--- src/hdl/mcb_pkg.sv ---
package mcb_pkg;

  // Register byte offsets on the control bus.
  localparam logic [11:0] MCB_CTRL_OFF = 12'h000;
  localparam logic [11:0] MCB_STATUS_OFF = 12'h004;

  // Control register field positions and reset value.
  localparam int MCB_CTRL_HOLD_BIT = 0;
  localparam int MCB_CTRL_BIG_BIT = 1;
  localparam logic [1:0] MCB_CTRL_RESET = 2'h0;

  // Status register field positions.
  localparam int MCB_STATUS_STRAP_LSB = 0;
  localparam int MCB_STATUS_BUSY_BIT = 4;
  localparam int MCB_STATUS_FULL_BIT = 5;

  // Datum size and port width codes, both as log2 of the byte count.
  localparam logic [1:0] MCB_SZ_BYTE = 2'h0;
  localparam logic [1:0] MCB_SZ_HALF = 2'h1;
  localparam logic [1:0] MCB_SZ_WORD = 2'h2;

  // Quad read length expressed as log2 of its byte count.
  localparam logic [2:0] MCB_QUAD_LOG2 = 3'h4;

  // Write buffer depth and entry width parameters.
  localparam int MCB_WBUF_DEPTH = 4;
  localparam int MCB_WBUF_WIDTH = 66;

  // Bus sequencer states.
  typedef enum logic [1:0] {
    MCB_ST_IDLE = 2'b00,
    MCB_ST_ADDR = 2'b01,
    MCB_ST_DATA = 2'b10
  } mcb_state_t;

endpackage : mcb_pkg

--- src/hdl/mcb_bus.sv ---
// Implementation choices: the address map and register access over APB.
module mcb_bus (
  // Clock and reset.
  input wire logic clock,
  input wire logic resetn,
  // Control bus slave.
  input wire logic psel,
  input wire logic penable,
  input wire logic pwrite,
  input wire logic [11:0] paddr,
  input wire logic [31:0] pwdata,
  output logic [31:0] prdata,
  output logic pready,
  output logic pslverr,
  // Store requests from the core, queued in the write buffer.
  input wire logic wr_valid,
  output logic wr_ready,
  input wire logic [31:0] wr_addr,
  input wire logic [1:0] wr_size,
  input wire logic [31:0] wr_data,
  // Read requests from the core.
  input wire logic rd_req_valid,
  output logic rd_req_ready,
  input wire logic [31:0] rd_addr,
  input wire logic [1:0] rd_size,
  input wire logic rd_quad,
  input wire logic rd_miss,
  input wire logic rd_instr,
  // Read buffer output toward the core.
  output logic rdata_valid,
  output logic [31:0] rdata,
  output logic rdata_last,
  // Strap values caught during reset.
  output logic boot_rom_halfword_opt,
  output logic boot_rom_byte_opt,
  output logic spare_high_opt,
  output logic long_latch_hold_opt,
  // External memory pins.
  input wire logic [1:0] port_width,
  input wire logic mem_ack,
  input wire logic [31:0] ad_in,
  output logic [31:0] ad_out,
  output logic ad_oe,
  output logic ale,
  output logic diag,
  input wire logic [3:0] low_addr_in,
  output logic [3:0] low_addr_out,
  output logic low_addr_oe
);
  import mcb_pkg::*;

  // Lane enable mask of a datum on a full-width port.
  function automatic logic [3:0] lane_mask(logic [1:0] size, logic [1:0] off, logic big);
    logic [3:0] base;
    logic [3:0] little;
    base = (size == MCB_SZ_BYTE) ? 4'h1 : ((size == MCB_SZ_HALF) ? 4'h3 : 4'hF);
    little = base << off;
    return big ? {little[0], little[1], little[2], little[3]} : little;
  endfunction : lane_mask

  // Byte position within the word of the datum currently on a narrow port.
  function automatic logic [1:0] lane_shift(logic [1:0] port, logic [1:0] a, logic big);
    logic [1:0] s;
    s = 2'h0;
    if (port == MCB_SZ_BYTE) begin
      s = big ? 2'h3 - a : a;
    end else if (port == MCB_SZ_HALF) begin
      s = big ? {~a[1], 1'b0} : {a[1], 1'b0};
    end
    return s;
  endfunction : lane_shift

  mcb_state_t state;  // Sequencer state.
  mcb_state_t next_state;
  logic [1:0] ctrl;  // Strobe hold and byte order bits.
  logic [3:0] strap;  // Configuration caught on the low address pins.
  logic [31:0] cur_addr;  // Address of the transfer in flight.
  logic [1:0] cur_size;
  logic [1:0] cur_port;
  logic cur_write;
  logic cur_quad;
  logic cur_miss;
  logic cur_instr;
  logic [31:0] cur_data;  // Store data of the transfer in flight.
  logic [3:0] low_addr;  // Datum now expected.
  logic [4:0] beats_left;  // Data beats still owed.
  logic [31:0] acc;  // Read word being assembled from narrow beats.
  logic drive_low;  // Low address pins driven once reset is over.

  // Write buffer signals.
  logic wb_valid;
  logic wb_pop;
  logic [MCB_WBUF_WIDTH-1:0] wb_data;

  // Named decode and datapath wires.
  logic hold_strobes;
  logic big_endian;
  logic take_write;
  logic take_read;
  logic beat_done;
  logic last_beat;
  logic [3:0] step;
  logic [3:0] next_low;
  logic [1:0] shift;
  logic [4:0] start_beats;
  logic [3:0] strobes;
  logic [31:0] beat_in;
  logic [31:0] merged;
  logic word_done;
  logic apb_setup;
  logic apb_write;
  logic hit_ctrl;
  logic hit_status;

  mcb_fifo #(
    .WIDTH(MCB_WBUF_WIDTH),
    .DEPTH(MCB_WBUF_DEPTH)
  ) u_wbuf (
    .clock(clock),
    .resetn(resetn),
    .in_valid(wr_valid),
    .in_ready(wr_ready),
    .in_data({wr_addr, wr_size, wr_data}),
    .out_valid(wb_valid),
    .out_ready(wb_pop),
    .out_data(wb_data)
  );

  assign hold_strobes = ctrl[MCB_CTRL_HOLD_BIT];
  assign big_endian = ctrl[MCB_CTRL_BIG_BIT];

  // Buffered stores go first so a later read never overtakes an older store.
  assign take_write = (state == MCB_ST_IDLE) && wb_valid;
  assign take_read = (state == MCB_ST_IDLE) && !wb_valid && rd_req_valid;
  assign wb_pop = take_write;
  assign rd_req_ready = (state == MCB_ST_IDLE) && !wb_valid;

  // Beat count: wider datum than port means several beats; quads cover 16 bytes.
  assign start_beats = take_read && rd_quad ? 5'(5'h01 << (MCB_QUAD_LOG2 - {1'b0, port_width}))
                     : ((take_write ? wb_data[33:32] : rd_size) > port_width)
                     ? 5'(5'h01 << ((take_write ? wb_data[33:32] : rd_size) - port_width))
                     : 5'h01;

  assign beat_done = (state == MCB_ST_DATA) && mem_ack;
  assign last_beat = (beats_left == 5'h01);
  assign step = 4'(4'h1 << cur_port);
  assign next_low = low_addr + step;
  assign shift = lane_shift(cur_port, low_addr[1:0], big_endian);

  // Strobes are computed for every port width; narrow-port decoders ignore them.
  assign strobes = (hold_strobes && !cur_write) ? 4'hF
                 : ~lane_mask(cur_quad ? MCB_SZ_WORD : cur_size, cur_addr[1:0],
                   big_endian);

  // A narrow port returns its bytes on the low lanes; place them by byte order.
  assign beat_in = (cur_port == MCB_SZ_BYTE) ? {24'h000000, ad_in[7:0]}
                 : ((cur_port == MCB_SZ_HALF) ? {16'h0000, ad_in[15:0]} : ad_in);
  assign merged = (cur_port == MCB_SZ_WORD) ? ad_in : (acc | (beat_in << {shift, 3'b000}));
  assign word_done = (cur_port == MCB_SZ_WORD) || (next_low[1:0] == 2'h0) || last_beat;

  // Pin drive: address and strobes, then store data or release on reads.
  assign ale = (state == MCB_ST_ADDR);
  assign ad_oe = (state == MCB_ST_ADDR) || ((state == MCB_ST_DATA) && cur_write);
  assign ad_out = (state == MCB_ST_ADDR) ? {cur_addr[31:4], strobes}
                : ((state == MCB_ST_DATA) ? (cur_data >> {shift, 3'b000}) : 32'h00000000);
  // Miss flag in the address slot, fetch flag in the data slot; writes show low.
  assign diag = cur_write ? 1'b0
              : ((state == MCB_ST_ADDR) ? cur_miss
              : ((state == MCB_ST_DATA) && cur_instr));
  assign low_addr_out = low_addr;
  assign low_addr_oe = drive_low;

  assign boot_rom_halfword_opt = strap[0];
  assign boot_rom_byte_opt = strap[1];
  assign spare_high_opt = strap[2];
  assign long_latch_hold_opt = strap[3];

  // Sequencer next state: one address cycle, then data until the last beat.
  always_comb begin
    next_state = state;
    unique case (state)
      MCB_ST_IDLE: begin
        if (take_write || take_read) begin
          next_state = MCB_ST_ADDR;
        end
      end
      MCB_ST_ADDR: begin
        next_state = MCB_ST_DATA;
      end
      MCB_ST_DATA: begin
        if (mem_ack && last_beat) begin
          next_state = MCB_ST_IDLE;
        end
      end
      default: begin
        next_state = MCB_ST_IDLE;
      end
    endcase
  end

  // Sequencer state register.
  always_ff @(posedge clock) begin
    if (!resetn) begin
      state <= MCB_ST_IDLE;
    end else begin
      state <= next_state;
    end
  end

  // Latch the transfer when it is accepted from either request source.
  always_ff @(posedge clock) begin
    if (!resetn) begin
      cur_addr <= 32'h00000000;
      cur_size <= MCB_SZ_BYTE;
      cur_port <= MCB_SZ_WORD;
      cur_write <= 1'b0;
      cur_quad <= 1'b0;
      cur_miss <= 1'b0;
      cur_instr <= 1'b0;
      cur_data <= 32'h00000000;
    end else if (take_write || take_read) begin
      cur_addr <= take_write ? wb_data[65:34] : rd_addr;
      cur_size <= take_write ? wb_data[33:32] : rd_size;
      cur_port <= port_width;
      cur_write <= take_write;
      cur_quad <= take_read && rd_quad;
      cur_miss <= take_read && rd_miss;
      cur_instr <= take_read && rd_instr;
      cur_data <= take_write ? wb_data[31:0] : 32'h00000000;
    end
  end

  // Low address and beat counter: target first, or zero for quads, then step.
  always_ff @(posedge clock) begin
    if (!resetn) begin
      low_addr <= 4'h0;
      beats_left <= 5'h00;
    end else if (take_write || take_read) begin
      low_addr <= (take_read && rd_quad) ? 4'h0
                : (take_write ? wb_data[37:34] : rd_addr[3:0]);
      beats_left <= start_beats;
    end else if (beat_done) begin
      low_addr <= next_low;
      beats_left <= beats_left - 5'h01;
    end
  end

  // Read buffer: assemble narrow beats and hand each full word to the core.
  always_ff @(posedge clock) begin
    if (!resetn) begin
      acc <= 32'h00000000;
      rdata <= 32'h00000000;
      rdata_valid <= 1'b0;
      rdata_last <= 1'b0;
    end else begin
      rdata_valid <= beat_done && !cur_write && word_done;
      rdata_last <= beat_done && !cur_write && last_beat;
      if (beat_done && !cur_write) begin
        acc <= word_done ? 32'h00000000 : merged;
        if (word_done) begin
          rdata <= merged;
        end
      end
    end
  end

  // Straps follow the pins while reset is held and freeze at its release.
  always_ff @(posedge clock) begin
    if (!resetn) begin
      strap <= low_addr_in;
    end
  end

  // Low address pins stay released during reset so the straps can be read.
  always_ff @(posedge clock) begin
    if (!resetn) begin
      drive_low <= 1'b0;
    end else begin
      drive_low <= 1'b1;
    end
  end

  // Control bus decode; the slave never inserts wait states.
  assign apb_setup = psel && !penable;
  assign apb_write = psel && penable && pwrite;
  assign hit_ctrl = (paddr == MCB_CTRL_OFF);
  assign hit_status = (paddr == MCB_STATUS_OFF);
  assign pready = 1'b1;
  // Unmapped addresses and writes to the read-only status word are errors.
  assign pslverr = psel && penable && !(hit_ctrl || (hit_status && !pwrite));

  // Control register write, taken only in the access phase.
  always_ff @(posedge clock) begin
    if (!resetn) begin
      ctrl <= MCB_CTRL_RESET;
    end else if (apb_write && hit_ctrl) begin
      ctrl <= pwdata[1:0];
    end
  end

  // Read data are captured in the setup cycle and stand through the access.
  always_ff @(posedge clock) begin
    if (!resetn) begin
      prdata <= 32'h00000000;
    end else if (apb_setup) begin
      prdata <= hit_ctrl ? {30'h0, ctrl}
              : (hit_status ? {26'h0, !wr_ready, state != MCB_ST_IDLE, strap}
              : 32'h00000000);
    end
  end
endmodule : mcb_bus

--- src/hdl/mcb_fifo.sv ---
module mcb_fifo #(
  parameter int WIDTH = 66,
  parameter int DEPTH = 4
) (
  // Clock and reset.
  input wire logic clock,
  input wire logic resetn,
  // Filling side.
  input wire logic in_valid,
  output logic in_ready,
  input wire logic [WIDTH-1:0] in_data,
  // Draining side.
  output logic out_valid,
  input wire logic out_ready,
  output logic [WIDTH-1:0] out_data
);
  import mcb_pkg::*;

  localparam int AW = (DEPTH > 1) ? $clog2(DEPTH) : 1;

  logic [WIDTH-1:0] mem [DEPTH];  // Storage words.
  logic [AW-1:0] wr_ptr;  // Next slot to fill.
  logic [AW-1:0] rd_ptr;  // Oldest slot.
  logic [AW:0] count;  // Number of words held.
  logic push;
  logic pop;

  assign in_ready = (count != (AW+1)'(DEPTH));
  assign out_valid = (count != '0);
  assign push = in_valid && in_ready;
  assign pop = out_valid && out_ready;
  // Head word comes straight from the storage array indexed by a register.
  assign out_data = mem[rd_ptr];

  // Storage is not reset; only the pointers define which words are live.
  always_ff @(posedge clock) begin
    if (push) begin
      mem[wr_ptr] <= in_data;
    end
  end

  // Pointer and occupancy update.
  always_ff @(posedge clock) begin
    if (!resetn) begin
      wr_ptr <= '0;
      rd_ptr <= '0;
      count <= '0;
    end else begin
      if (push) begin
        wr_ptr <= (wr_ptr == AW'(DEPTH-1)) ? '0 : wr_ptr + 1'b1;
      end
      if (pop) begin
        rd_ptr <= (rd_ptr == AW'(DEPTH-1)) ? '0 : rd_ptr + 1'b1;
      end
      count <= count + (AW+1)'(push) - (AW+1)'(pop);
    end
  end

endmodule : mcb_fifo

--- config.mk ---
export PLATFORM = sky130hd
export DESIGN_NAME = mcb_bus
export DESIGN_NICKNAME = d
export VERILOG_FILES = /design/src/hdl/mcb_pkg.sv /design/src/hdl/mcb_bus.sv /design/src/hdl/mcb_fifo.sv
export SDC_FILE = /design/constraint.sdc
export NUM_CORES = 1
export LEC_CHECK = 0
export ABC_AREA = 0
export BUFFER_PORTS_ARGS = -buffer_cell sky130_fd_sc_hd__buf_4
export CAP_MARGIN = 20
export CORE_ASPECT_RATIO = 0.6
export CORE_MARGIN = 1.5
export CORE_UTILIZATION = 27
export DETAILED_ROUTE_END_ITERATION = 10
export GPL_TIMING_DRIVEN = 0
export PLACE_DENSITY_LB_ADDON = 0.3
export SETUP_SLACK_MARGIN = 0.15
export SYNTH_ARGS = -nofsm -noshare
export SYNTH_HDL_FRONTEND = slang
export SYNTH_HIERARCHICAL = 1
export SYNTH_SLANG_ARGS = --single-unit
export TNS_END_PERCENT = 100
--- constraint.sdc ---
create_clock -name clock -period 3.1 [get_ports clock]
set_input_delay 0.31 -clock clock [delete_from_list [all_inputs] [get_ports clock]]
set_output_delay 0.31 -clock clock [all_outputs]
set_load 0.01 [all_outputs]
### Word-level counts from Yosys, hierarchy flattened

Memories as Yosys holds them, arrays and structs flattened. A register that Yosys moved wholly into a read port is not among the register bits.
Cells that the tools add are included.

* logic and storage cells: 137
* output and inout bits: 114
* flip-flop bits (word level): 195
* input port bits: 193
* memories kept: 1
* RAM bits: 264

* bitwise logic cells: 3
* reductions and logical operators: 43
* add/subtract/negate cells: 9
* shifts and indexed selects: 6
* equal/unequal tests: 12
* muxes and demuxes: 40
* magnitude comparators: 1

Memory list
* u_wbuf.mem: words 4, width 66, rd ports 1, clocked after Yosys merged registers in 1, wr ports 1, line mcb_fifo.sv:21 `logic [WIDTH-1:0] mem [DEPTH];`

Operators by type and width (number)
* $mux W32: 8
* $mux W4: 8
* $or A32 B32 Y32: 1
* $shl A32 B5 Y32: 1
* $shr A32 B5 Y32: 1
* $mux W2: 12
* $logic_and A1 B1 Y1: 22
* $mux W5: 4
* $eq A12 B3 Y1 const B: 1
* $logic_not A12 Y1: 1
* $mux W6: 2
* $eq A2 B2 Y1 const B: 4
* $logic_not A2 Y1: 4
* $eq A2 B1 Y1 const B: 3
* $logic_not A1 Y1: 6
* $pmux W2 S3: 1
* $eq A5 B1 Y1 const B: 1
* $logic_or A1 B1 Y1: 5
* $mux W1: 5
* $shl A1 B2 Y5 const A: 1
* $shl A1 B3 Y5 const A: 1
* $sub A5 B1 Y5 const B: 1
* $add A2 B1 Y2 const B: 2
* $add A4 B4 Y4: 1
* other kinds (15): 18

### Longest topological paths before layout

Gate-level depths: netlist of run 1.

* depth in word-level cells: 9
* mapped depth: 15

### By module

Netlist of run 1, hierarchy kept.

By module, submodules not included
* mcb_fifo: cells an instance 396, instances 1, area each 10000.8 um^2, sequential area each 8107.8 um^2
* mcb_bus: cells an instance 908, instances 1, area each 7952.6 um^2, sequential area each 3243.1 um^2

### Least setup slack after synthesis of run 1

Ideal clock, no wire load.

* path kind: reg-to-reg
* from: reg u_wbuf.count[1]
* to: reg u_wbuf.count[2]
* library setup time: 0.115 ns
* cell stages (with the launch flop): 16
* data required time: 2.985 ns
* buffers on the path: 3
* arrival: 2.976 ns
* slack: 0.009 ns
* path through: dfxtp_1 -> or3_2 -> buf_2 -> nor3b_2 -> buf_4 -> clkbuf_1 -> o31ai_1 -> inv_1 -> ha_1 -> inv_1 -> ha_1 -> inv_1 -> fa_1 -> xnor2_1 -> xnor2_1 -> and2_1

* word-level cells in the longest chain between the ends: 4
* elaborated cells on any way between the ends: 7

Ends and longest elaborated chain
* start: declaration: line mcb_fifo.sv:24 `logic [AW:0] count;`
* start signal: assignment: line mcb_fifo.sv:55 `count <= count + (AW+1)'(push) - (AW+1)'(pop);`
* $reduce_bool A3 Y1: line mcb_fifo.sv:29 `assign out_valid = (count != '0);`
* net wb_valid: line mcb_bus.sv:91 `logic wb_valid;`
* $logic_and A1 B1 Y1: line mcb_bus.sv:133 `assign take_write = (state == MCB_ST_IDLE) && wb_valid;`
* net take_write: line mcb_bus.sv:98 `logic take_write;`
* $logic_and A1 B1 Y1: line mcb_fifo.sv:31 `assign pop = out_valid && out_ready;`
* $sub A3 B1 Y3: line mcb_fifo.sv:55

The timed path passes the listed nets, and every way through them passes these cells.
A chain may end at the register's enable or synchronous reset.

### Worst setup path after layout of run 1

* from: reg u_wbuf.count[2]
* to: reg beats_left[0]

* word-level cells in the longest chain between the ends: 8
* elaborated cells on any way between the ends: 15

Ends and longest elaborated chain
* $reduce_bool A3 Y1 (*): line mcb_fifo.sv:29
* net wb_valid: line mcb_bus.sv:91
* $logic_and A1 B1 Y1: line mcb_bus.sv:133
* $mux W2: line mcb_bus.sv:140, mcb_bus.sv:141
* $sub A2 B2 Y2: line mcb_bus.sv:141 `? 5'(5'h01 << ((take_write ? wb_data[33:32] : rd_size) - port_width))`
* $shl A1 B2 Y5: line mcb_bus.sv:141
* $mux W5: line mcb_bus.sv:141
* $mux W5: line mcb_bus.sv:139 `assign start_beats = take_read && rd_quad ? 5'(5'h01 << (MCB_QUAD_LOG2 - {1'b0, port_width}))`
* $mux W5: line mcb_bus.sv:238 `end else if (take_write || take_read) begin`
* end signal: assignment: line mcb_bus.sv:241 `beats_left <= start_beats;`
* end signal: assignment: line mcb_bus.sv:244 `beats_left <= beats_left - 5'h01;`
* end: declaration: line mcb_bus.sv:86 `logic [4:0] beats_left;`

Mark *: on every way through the listed nets, which the timed path passes. The rest lies on a longest branch.

==> results.txt, run 1 <==
Worst Setup End Kind: flop
H-Tree Depth: 2
Top FF cell, synth: edfxtp_1
Nets: 1936
CP Max Fanout: 3
Post-Synthesis Cells: 1304
total number of vias: 12700
min Tclk post-route: 3140 ps
die area: 68100 um2
clock-pin slew on the worst setup and hold paths: 60 ps
Skew-Pair Late Insertion Delay: 590 ps
outcome: finished, violations left
largest net degree at the start of global routing: 45
Core Rows: 72
root buffer cell: clkbuf_16
first-pass GRT wire length: 83000 um
Die Ht: 203 um
Layout area overhead: 33.5%
Register-to-Register Path Depth: 14
Layout Utilization: 36.8%
Hold Fails Final Rpt: 0
Cell variety after synth: 73
Power Density: 829 nW/um2
Worst setup SP type: flop
Max Slew Vio Count: 0
Critical Path RT: 3630 ps
Filler cells: 6329
ys async rst share: 0%
Initial Util: 27.6%
DR DRC count: 0
most common cell after layout, fill and taps aside: buf_4
Die X: 336 um
Routed Antenna Nets: 0
Worst Skew: 26.1 ps
Lkg Pwr: 0.00877 uW
GRT Util Overall: 16.7%
GPL Wtd Cong: 0.877
post-synth design cell area: 18000 um2
CTS tree: built
Worst EP arrival: 3670 ps
hpwl dp: 42500 um
total grt overflow: 0
I/O pins: 307
Rel. slew slack: 39.7%
failing checks: negative setup slack
# setup viols final: 2
critical path class: reg -> reg
number of flops mapped to enable cells by yosys: 268
Hold WS: 26.9 ps
WHS Path Cells: 3
final worst slack: -39.7 ps
maximum vdd ir drop: 0.364 mV
worst hold path type: in -> reg
commonest non-fill, non-tap cells in the layout: 298 x buf_4, 268 x edfxtp_1, 159 x dfxtp_1
Final Cycle Share: 101%
Port Buf Inserts: 248
register area share after synthesis: 63.2%
Longest Clk Path Bufs: 3
layout cells sized above 1: 32.1%
routed wire length: 58100 um
CTS Buf Count: 45
# clock sinks: 433
Synthesis Warnings: 6
max-cap viol count: 0
Seq cells post-synth: 433
average size of a mapped cell: 13.8 um2
initial antenna violation count: 6
DR pass1 iterations: 5
core area: 65000 um2
WL/cell: 21.9 um
Max Clock Freq: 319 MHz
Iteration-0 DRC Markers: 984
vias in the first global route: 12500
DR vias/cell: 4.80
Slew @ Worst Pin: 905 ps
setup repair after global routing missed its margin: yes
## flip-flops by register name, indices dropped and copies added (netlist names), 2 cells and up, named ones only
name / count
ctrl: 2
strap: 4
beats_left: 5
cur_addr: 30
u_wbuf/wr_ptr: 2
state: 2
cur_size: 2
acc: 32
rdata: 32
prdata: 6
u_wbuf/rd_ptr: 2
u_wbuf/mem: 264
cur_port: 2
cur_data: 32
u_wbuf/count: 3
low_addr_out: 4
## critical path, stage by stage (launching register included)
cell and delay [ps]:
dfxtp_4 340, or3_4 380, buf_6 120, nor3b_4 170
buf_12 160, mux2i_4 290, ha_2 250, inv_2 40
fa_1 470, buf_4 160, buf_6 110, inv_1 50
o21ai_1 60, a21oi_1 250, o221a_2 240
## final cells by class
cell class              count  area (um2)  area share [%]
diodes                      4        10.0          0.0418
plain buffers             120         792            3.30
clock buffers              62        1300            5.41
clock inverters            22         241            1.01
inverters                  18        68.8           0.287
multi-input cells         758        6180            25.8
flip-flops and latches    433       11400            47.4
well taps                 888        1110            4.64
repair buffers            350        2900            12.1
## routing by layer
metal	routed length, um	track usage [%]
met1	27100	24.0
met2	25600	24.6
met3	4170	4.32
met4	1180	4.54
met5	27	0
## report_power, final
group / switching, uW / leakage (uW) / internal (uW)
logic: 3800 / 0.00422 / 2710
registers: 611 / 0.00381 / 7090
clock network: 2360 / 0.000738 / 3290
## final timing paths
path	to	slack, ps	start
worst min register to register	acc[19]$_SDFFE_PN0P_	450	acc[19]$_SDFFE_PN0P_
worst max-delay path	beats_left[0]$_SDFFE_PN0P_	-40	u_wbuf/count[2]$_SDFF_PN0_
worst min-delay path	ctrl[1]$_SDFFE_PN0P_	30	pwdata[1]
worst max register to register	beats_left[0]$_SDFFE_PN0P_	-40	u_wbuf/count[2]$_SDFF_PN0_
## cells in the mapped netlist (all sizes together), types with 4 or more instances
master | number | area (um2)
edfxtp | 268 | 8050
dfxtp | 165 | 3300
nor2 | 101 | 384
o21ai | 101 | 517
mux4 | 70 | 1580
buf | 69 | 475
nand2 | 64 | 243
a22oi | 59 | 443
mux2i | 55 | 551
clkbuf | 51 | 191
a21oi | 50 | 250
a211oi | 31 | 233
a22o | 28 | 245
a31oi | 18 | 113
inv | 17 | 63.8
o21a | 16 | 120
ha | 14 | 175
nand3 | 10 | 50.1
nor2b | 9 | 56.3
o22a | 8 | 70.1
nand2b | 7 | 43.8
nand4 | 7 | 43.8
and3 | 6 | 42.5
nor3 | 6 | 30.0
xnor2 | 6 | 52.6
and2 | 5 | 33.8
nor4 | 4 | 40.0
o221ai | 4 | 35.0
## timing repair
action | in CTS | in global routing
resized for setup | 75 | 35
setup endpoints to repair | 101 | 49
buffers inserted | 13 | 9
hold buffers | 75 | 0
gates cloned | 0 | 0
endpoints found under the hold margin | 273 | 0
pin swaps | 9 | 8
## metrics by stage
stage | TNS [ps] | total power (uW) | instance area, um2 | std cells | worst slack, ps
floorplan | 0 | 11200 | 18100 | 1329 | 151
global placement | -18250 | 13500 | 21100 | 2465 | -562
detailed placement | -19260 | 13700 | 21200 | 2469 | -642
CTS | 0 | 19800 | 23800 | 2641 | 4.77
global route | -135 | 20800 | 24000 | 2652 | -82.4
finish | -50.7 | 19900 | 24000 | 2655 | -39.7
## logic make-up after synthesis
family	share of synthesized area, %
muxes	12.0
and+or+nand+nor	6.35
adders and majority gates	1.31
other	0.0418
xor gates and xnor gates	0.341
AOI/OAI and AO/OA	12.6
buffers and inverters	4.09
DFF	63.2
(Power assumes the default switching activity.)
==> run 2: changes to the inputs <==
- clock period: 3.1 -> 3.25 ns (I/O delays scaled with it)
==> run 2 against run 1 <==
Compared with the run above:
- the flow now finishes without violations
- via count is 0.53% higher
- critical path depth is 4 lower
- critical path type unchanged
- register-to-register slack better by 190 ps
- worst setup slack better by 190 ps
- highest routed layer unchanged
- routed wire length is 1.1% higher
- combinational power is 8.8% lower
- non-clock buffer count is 11 lower
- critical endpoint is now beats_left[2]$_SDFFE_PN0P_
==> results.txt, run 2 (same netlist as run 1, synthesis figures left out) <==
Worst Setup End Kind: flop
Lkg Pwr: 0.00868 uW
CP cell instances: buf_6 > buf_6 > mux4_2 > mux2i_4 > ha_2 > inv_2 > fa_1 > nand2_1 > or4bb_1 > a31oi_1
GPL Wtd Cong: 0.924
# setup viols final: 0
CTS Buf Count: 46
Worst EP arrival: 3610 ps
worst hold path type: in -> reg
Max Slew Vio Count: 0
WL/cell: 22.2 um
Register-to-Register Path Depth: 10
Hold WS: 41.4 ps
Power Density: 786 nW/um2
reg-to-reg slack, setup: 150 ps
DR pass1 iterations: 7
Core Rows: 72
GRT Util Overall: 17.0%
Iteration-0 DRC Markers: 1239
vias in the first global route: 12700
Critical Path RT: 3760 ps
Slew @ Worst Pin: 782 ps
clock-pin slew on the worst setup and hold paths: 60 ps
largest net degree at the start of global routing: 47
Final Cycle Share: 95.4%
HP Start: port_width[0]
DR DRC count: 0
Nets: 1926
Rel. slew slack: 47.7%
# clock sinks: 433
Longest Clk Path Bufs: 3
core area: 65000 um2
initial antenna violation count: 8
max FFs per register: 264
layout cells sized above 1: 30.3%
Initial Util: 27.6%
Die X: 336 um
Hold Fails Final Rpt: 0
Die Ht: 203 um
most used cell, CP: buf_6
Top reg by flops: u_wbuf/mem
outcome: complete, no violations
CTS tree: built
Filler cells: 6296
H-Tree Depth: 2
WHS Endpoint: cur_port[0]$_SDFFE_PN0P_
routed wire length: 58800 um
Port Buf Inserts: 248
die area: 68100 um2
critical path buffer and inverter count: 3
setup TNS: 0 ps
min Tclk post-route: 3100 ps
Skew-Pair Late Insertion Delay: 590 ps
WHS Path Cells: 3
final worst slack: 149 ps
hpwl dp: 43100 um
Layout area overhead: 32.1%
root buffer cell: clkbuf_16
slowest cell delay on critical path: 520 ps
Worst setup SP type: flop
Worst Skew: 17.7 ps
Routed Antenna Nets: 0
critical path class: reg -> reg
FF-to-FF End: beats_left[2]$_SDFFE_PN0P_
total number of vias: 12800
commonest non-fill, non-tap cells in the layout: 289 x buf_4, 268 x edfxtp_1, 159 x dfxtp_1
most common cell after layout, fill and taps aside: buf_4
maximum vdd ir drop: 0.345 mV
CP Max Fanout: 10
I/O pins: 307
slowest library cell on the worst path: fa_1
Max Clock Freq: 322 MHz
total power draw: 18600 uW
total grt overflow: 0
DR vias/cell: 4.84
setup repair after global routing missed its margin: yes
Setup WS pre-CTS: -549 ps
first-pass GRT wire length: 84600 um
max-cap viol count: 0
CP delay by family, top: adder cells
==> run 2: changes by cell type in the layout (fill, tap and decap cells not counted), moves of 3 or more <==
cell	delta
buf_4	-9
clkinv_1	+8
o21ai_2	-6
clkbuf_16	-4
mux2i_1	+4
mux2i_2	-4
o21ai_0	+4
buf_6	-3
==> run 2: worst max path at each step <==
stage,endpoint,slack [ps],depth (start not counted)
2_1_floorplan,u_wbuf/count[2]$_SDFF_PN0_,160,15
3_3_place_gp,beats_left[2]$_SDFFE_PN0P_,-500,11
3_5_place_dp,beats_left[2]$_SDFFE_PN0P_,-550,11
4_1_cts,ad_out[12],150,7
5_1_grt,beats_left[2]$_SDFFE_PN0P_,-10,11
6_report,beats_left[2]$_SDFFE_PN0P_,150,10
==> run 2: per-layer routing <==
metal	share of wire [%]	wire (um)	track usage, %
met3	7.9	4640	3.94
met1	46	27100	24.7
met5	0.060	35	0
met2	44	25600	25.0
met4	2.3	1360	4.83
==> run 2: layout make-up <==
cell class | instances | area [um2] | share of cell area (%)
clock inverter | 29 | 308 | 1.30
tap | 888 | 1110 | 4.68
antenna | 5 | 12.5 | 0.0527
clock buffer | 56 | 1200 | 5.05
buffer | 120 | 759 | 3.20
inverter | 18 | 68.8 | 0.290
multi-input combinational | 758 | 6090 | 25.7
sequential | 433 | 11400 | 47.9
timing repair buffer | 339 | 2810 | 11.8
==> run 2: power by group <==
group          total [uW]  switching (uW)  leakage [uW]  internal (uW)
Sequential           7370             601       0.00381           6770
Combinational        5940            3520       0.00415           2430
Clock                5330            2230      0.000725           3110
==> run 2: timing repair <==
item,CTS,global route
buffers inserted,10,2
setup endpoints to repair,82,50
resized for setup,57,29
endpoints found under the hold margin,272,0
pin swaps,5,6
hold buffers,74,0
==> run 2: stage by stage <==
stage	instance area, um2	utilization (%)	instances
final	23700	36.5	2646
after global routing	23700	36.5	2644
after CTS	23600	36.3	2638
after detailed placement	21100	32.5	2469
after global placement	21000	32.3	2465
after floorplan	18000	-	1329
==> run 2: worst min-delay path: cells and delay by family <==
family | cells | cell delay (ps)
AOI/OAI and AO/OA | 1 | 60
buffers and inverters | 1 | 140
and+or+nand+nor | 1 | 60
==> run 3: changes to the inputs <==
- SYNTH_HIERARCHICAL: 1 -> default
==> run 3 against run 2 <==
Compared with the run above:
- critical path depth is 3 higher
- flip-flop and latch count stayed put
- clock skew is 5.1 ps higher
- worst hold slack better by 6.3 ps
- combinational power is 2% higher
- synthesized area is 1.9% lower
- sequential share of layout area is 1.7 points higher
- routed wire length is 1.8% lower
- total power is 2.6% lower
- core utilization is 0.97 points lower
- design area is 3.5% lower
- clock power is 10% lower
- largest cell class unchanged
- largest power group unchanged
- highest routed layer is now met4
==> results.txt, run 3 <==
min Tclk post-route: 3060 ps
# setup viols final: 0
Layout Utilization: 35.5%
Die X: 333 um
M1 GR Usage: 25.9%
Nets: 1944
Max Slew Vio Count: 0
Post-Synthesis Cells: 1340
Logic pwr share: 33.2%
total grt overflow: 0
Synth top cells by count: 268 x edfxtp_1, 165 x dfxtp_1, 151 x nand2_1, 120 x nor2_1, 76 x o21ai_0
final worst slack: 190 ps
slowest cell delay on critical path: 570 ps
CP Launch Point: u_wbuf.count[2]$_SDFF_PN0_
Die Ht: 201 um
Setup WS pre-CTS: -320 ps
Worst EP arrival: 3470 ps
register area share after synthesis: 64.5%
ys async rst share: 0%
Synth area leaders: edfxtp_1 46%, dfxtp_1 19%, mux4_2 8.4%
CTS tree: built
Clk pwr share: 26.3%
Longest Clk Path Bufs: 3
total number of vias: 12800
first-pass GRT wire length: 84000 um
Register-to-Register Path Depth: 13
Top reg by flops: u_wbuf.mem
met2 usage: 24.4%
Seq cells post-synth: 433
vias in the first global route: 12500
post-synthesis adder-cell area fraction: 1.34%
GRT Util Overall: 16.9%
maximum vdd ir drop: 0.400 mV
Synthesis Warnings: 0
Cell variety after synth: 65
total power draw: 18200 uW
reg-to-reg slack, setup: 190 ps
most used cell, CP: inv_1
commonest non-fill, non-tap cells in the layout: 281 x buf_4, 268 x edfxtp_1, 163 x dfxtp_1
DR vias/cell: 4.90
Rel. slew slack: 40.1%
max FFs per register: 264
outcome: complete, no violations
average size of a mapped cell: 13.1 um2
simple-gate share of the synthesized area: 8.51%
DR DRC count: 0
top cell type's share of synthesized area: 45.7%
Critical Path RT: 3660 ps
slowest library cell on the worst path: fa_1
GPL Wtd Cong: 0.899
xor/xnor share of the synthesized area: 0.490%
Worst Skew: 22.8 ps
Seq pwr share: 40.5%
H-Tree Depth: 2
CP delay by family, top: adder cells
worst hold path type: in -> reg
post-synth design cell area: 17600 um2
grt met3 use: 3.03%
Routed Antenna Nets: 0
FF-to-FF End: beats_left[0]$_SDFFE_PN0P_
Filler cells: 6350
WL/cell: 22.0 um
Port Buf Inserts: 249
hpwl dp: 43500 um
clock-pin slew on the worst setup and hold paths: 70 ps
Worst path depth: 13
largest family of logic cells by synthesized area: compound AO/OA/AOI/OAI gates
Hold WS: 47.7 ps
Final Cycle Share: 94.2%
sw frac: 35.2%
critical path class: reg -> reg
I/O pins: 307
Core Rows: 72
Compound-Gate Fraction of Synth Area: 11.6%
Iteration-0 DRC Markers: 1176
routed wire length: 57700 um
Max Clock Freq: 327 MHz
CP cell instances: or3_1 > nand2_4 > inv_2 > buf_4 > mux2i_2 > ha_1 > inv_1 > fa_1 > inv_1 > o21ai_0 > nand2_1 > a21oi_1 > a311oi_1
Slew @ Worst Pin: 899 ps
Critical Path End: beats_left[0]$_SDFFE_PN0P_
root buffer cell: clkbuf_16
Layout area overhead: 30.0%
Pint: 11800 uW
layout cells sized above 1: 27.2%
Worst setup SP type: flop
DR pass1 iterations: 6
critical path buffer and inverter count: 4
Initial Util: 27.3%
most common cell after layout, fill and taps aside: buf_4
core area: 64500 um2
CP Max Fanout: 10
Skew-Pair Late Insertion Delay: 560 ps
layer carrying the most global-route usage: met1
largest net degree at the start of global routing: 53
Top FF cell, synth: edfxtp_1
Lkg Pwr: 0.00829 uW
Hold Fails Final Rpt: 0
finished layout cell area: 22900 um2
max-cap viol count: 0
Power Density: 793 nW/um2
proportion of synthesized area in mux cells: 9.90%
Worst Setup End Kind: flop
initial antenna violation count: 4
die area: 66800 um2
setup repair after global routing missed its margin: yes
RR Startpoint: u_wbuf.count[2]$_SDFF_PN0_
CTS Buf Count: 43
cell taking the most area after synthesis: edfxtp_1
number of flops mapped to enable cells by yosys: 268
# clock sinks: 433
most frequent cell after synthesis: edfxtp_1
switching power: 6400 uW
Area after DPL: 20800 um2
-- run 3: cell types whose count changed in the layout (fill, tap and decap cells not counted), moves of 22 or more --
cell      change
nand2_1      +86
mux2i_1      -35
a311oi_1     +31
o21ai_1      -22
a211oi_1     -26
-- run 3: layout make-up --
cell class	instances	area, um2	area share [%]
diodes	3	7.51	0.0328
plain buffers	121	621	2.71
clock buffers	61	1180	5.17
clock inverters	17	120	0.525
inverters	16	60.1	0.262
multi-input cells	794	5800	25.3
flip-flops and latches	433	11400	49.6
well taps	851	1060	4.65
repair buffers	325	2680	11.7
-- run 3: cells by family after synthesis --
| kind of cell | count (synthesis) |
|---|---|
| compound gates | 305 |
| xor+xnor | 9 |
| fa+ha+maj | 17 |
| buf+inv | 138 |
| flops | 433 |
| mux | 91 |
| other cells | 2 |
| simple gates | 345 |
-- run 3: power by group through the flow --
| stage | Sequential (uW) | Combinational, uW | Clock (uW) |
|---|---|---|---|
| after global placement | 7470 | 5700 | 0 |
| final | 7360 | 6030 | 4780 |
| after floorplan | 7220 | 3630 | 0 |
| after global routing | 7440 | 6500 | 5080 |
| after CTS | 7340 | 5980 | 4860 |
| after detailed placement | 7440 | 5820 | 0 |
-- run 3: tightest hold or removal path: stages --
cell	delay, ps
buf_4	120
nand2_1	50
a311oi_1	70
-- run 3: routing by layer --
metal	vias to the layer above	part of all wire, %
li1	5843	-
met4	0	2.2
met3	78	7.6
met1	6432	48
met5	-	0
met2	487	43
-- run 3: timing repair --
| action | in CTS | in global routing |
|---|---|---|
| pin swaps | 0 | 1 |
| setup endpoints to repair | 90 | 53 |
| hold endpoints to repair | 269 | 0 |
| hold buffers | 71 | 0 |
| gates resized for setup | 32 | 19 |
| buffers inserted | 0 | 1 |
-- run 3: worst min-delay path by stage --
stage	start	endpoint	slack (ps)	cells past startpoint
6_report	rd_addr[14]	cur_addr[14]$_SDFFE_PN0P_	50	3
5_1_grt	rd_addr[11]	cur_addr[11]$_SDFFE_PN0P_	50	3
4_1_cts	pwdata[0]	ctrl[0]$_SDFFE_PN0P_	20	3
3_5_place_dp	resetn	low_addr_oe$_DFF_P_	440	1
3_3_place_gp	acc[27]$_SDFFE_PN0P_	acc[27]$_SDFFE_PN0P_	440	2
2_1_floorplan	resetn	low_addr_oe$_DFF_P_	350	0
-- run 3: metrics by stage --
step,instances,TNS [ps]
final,2621,0
after CTS,2617,0
after floorplan,1365,0
after global placement,2465,-230710
after detailed placement,2469,-3450
after global routing,2620,0
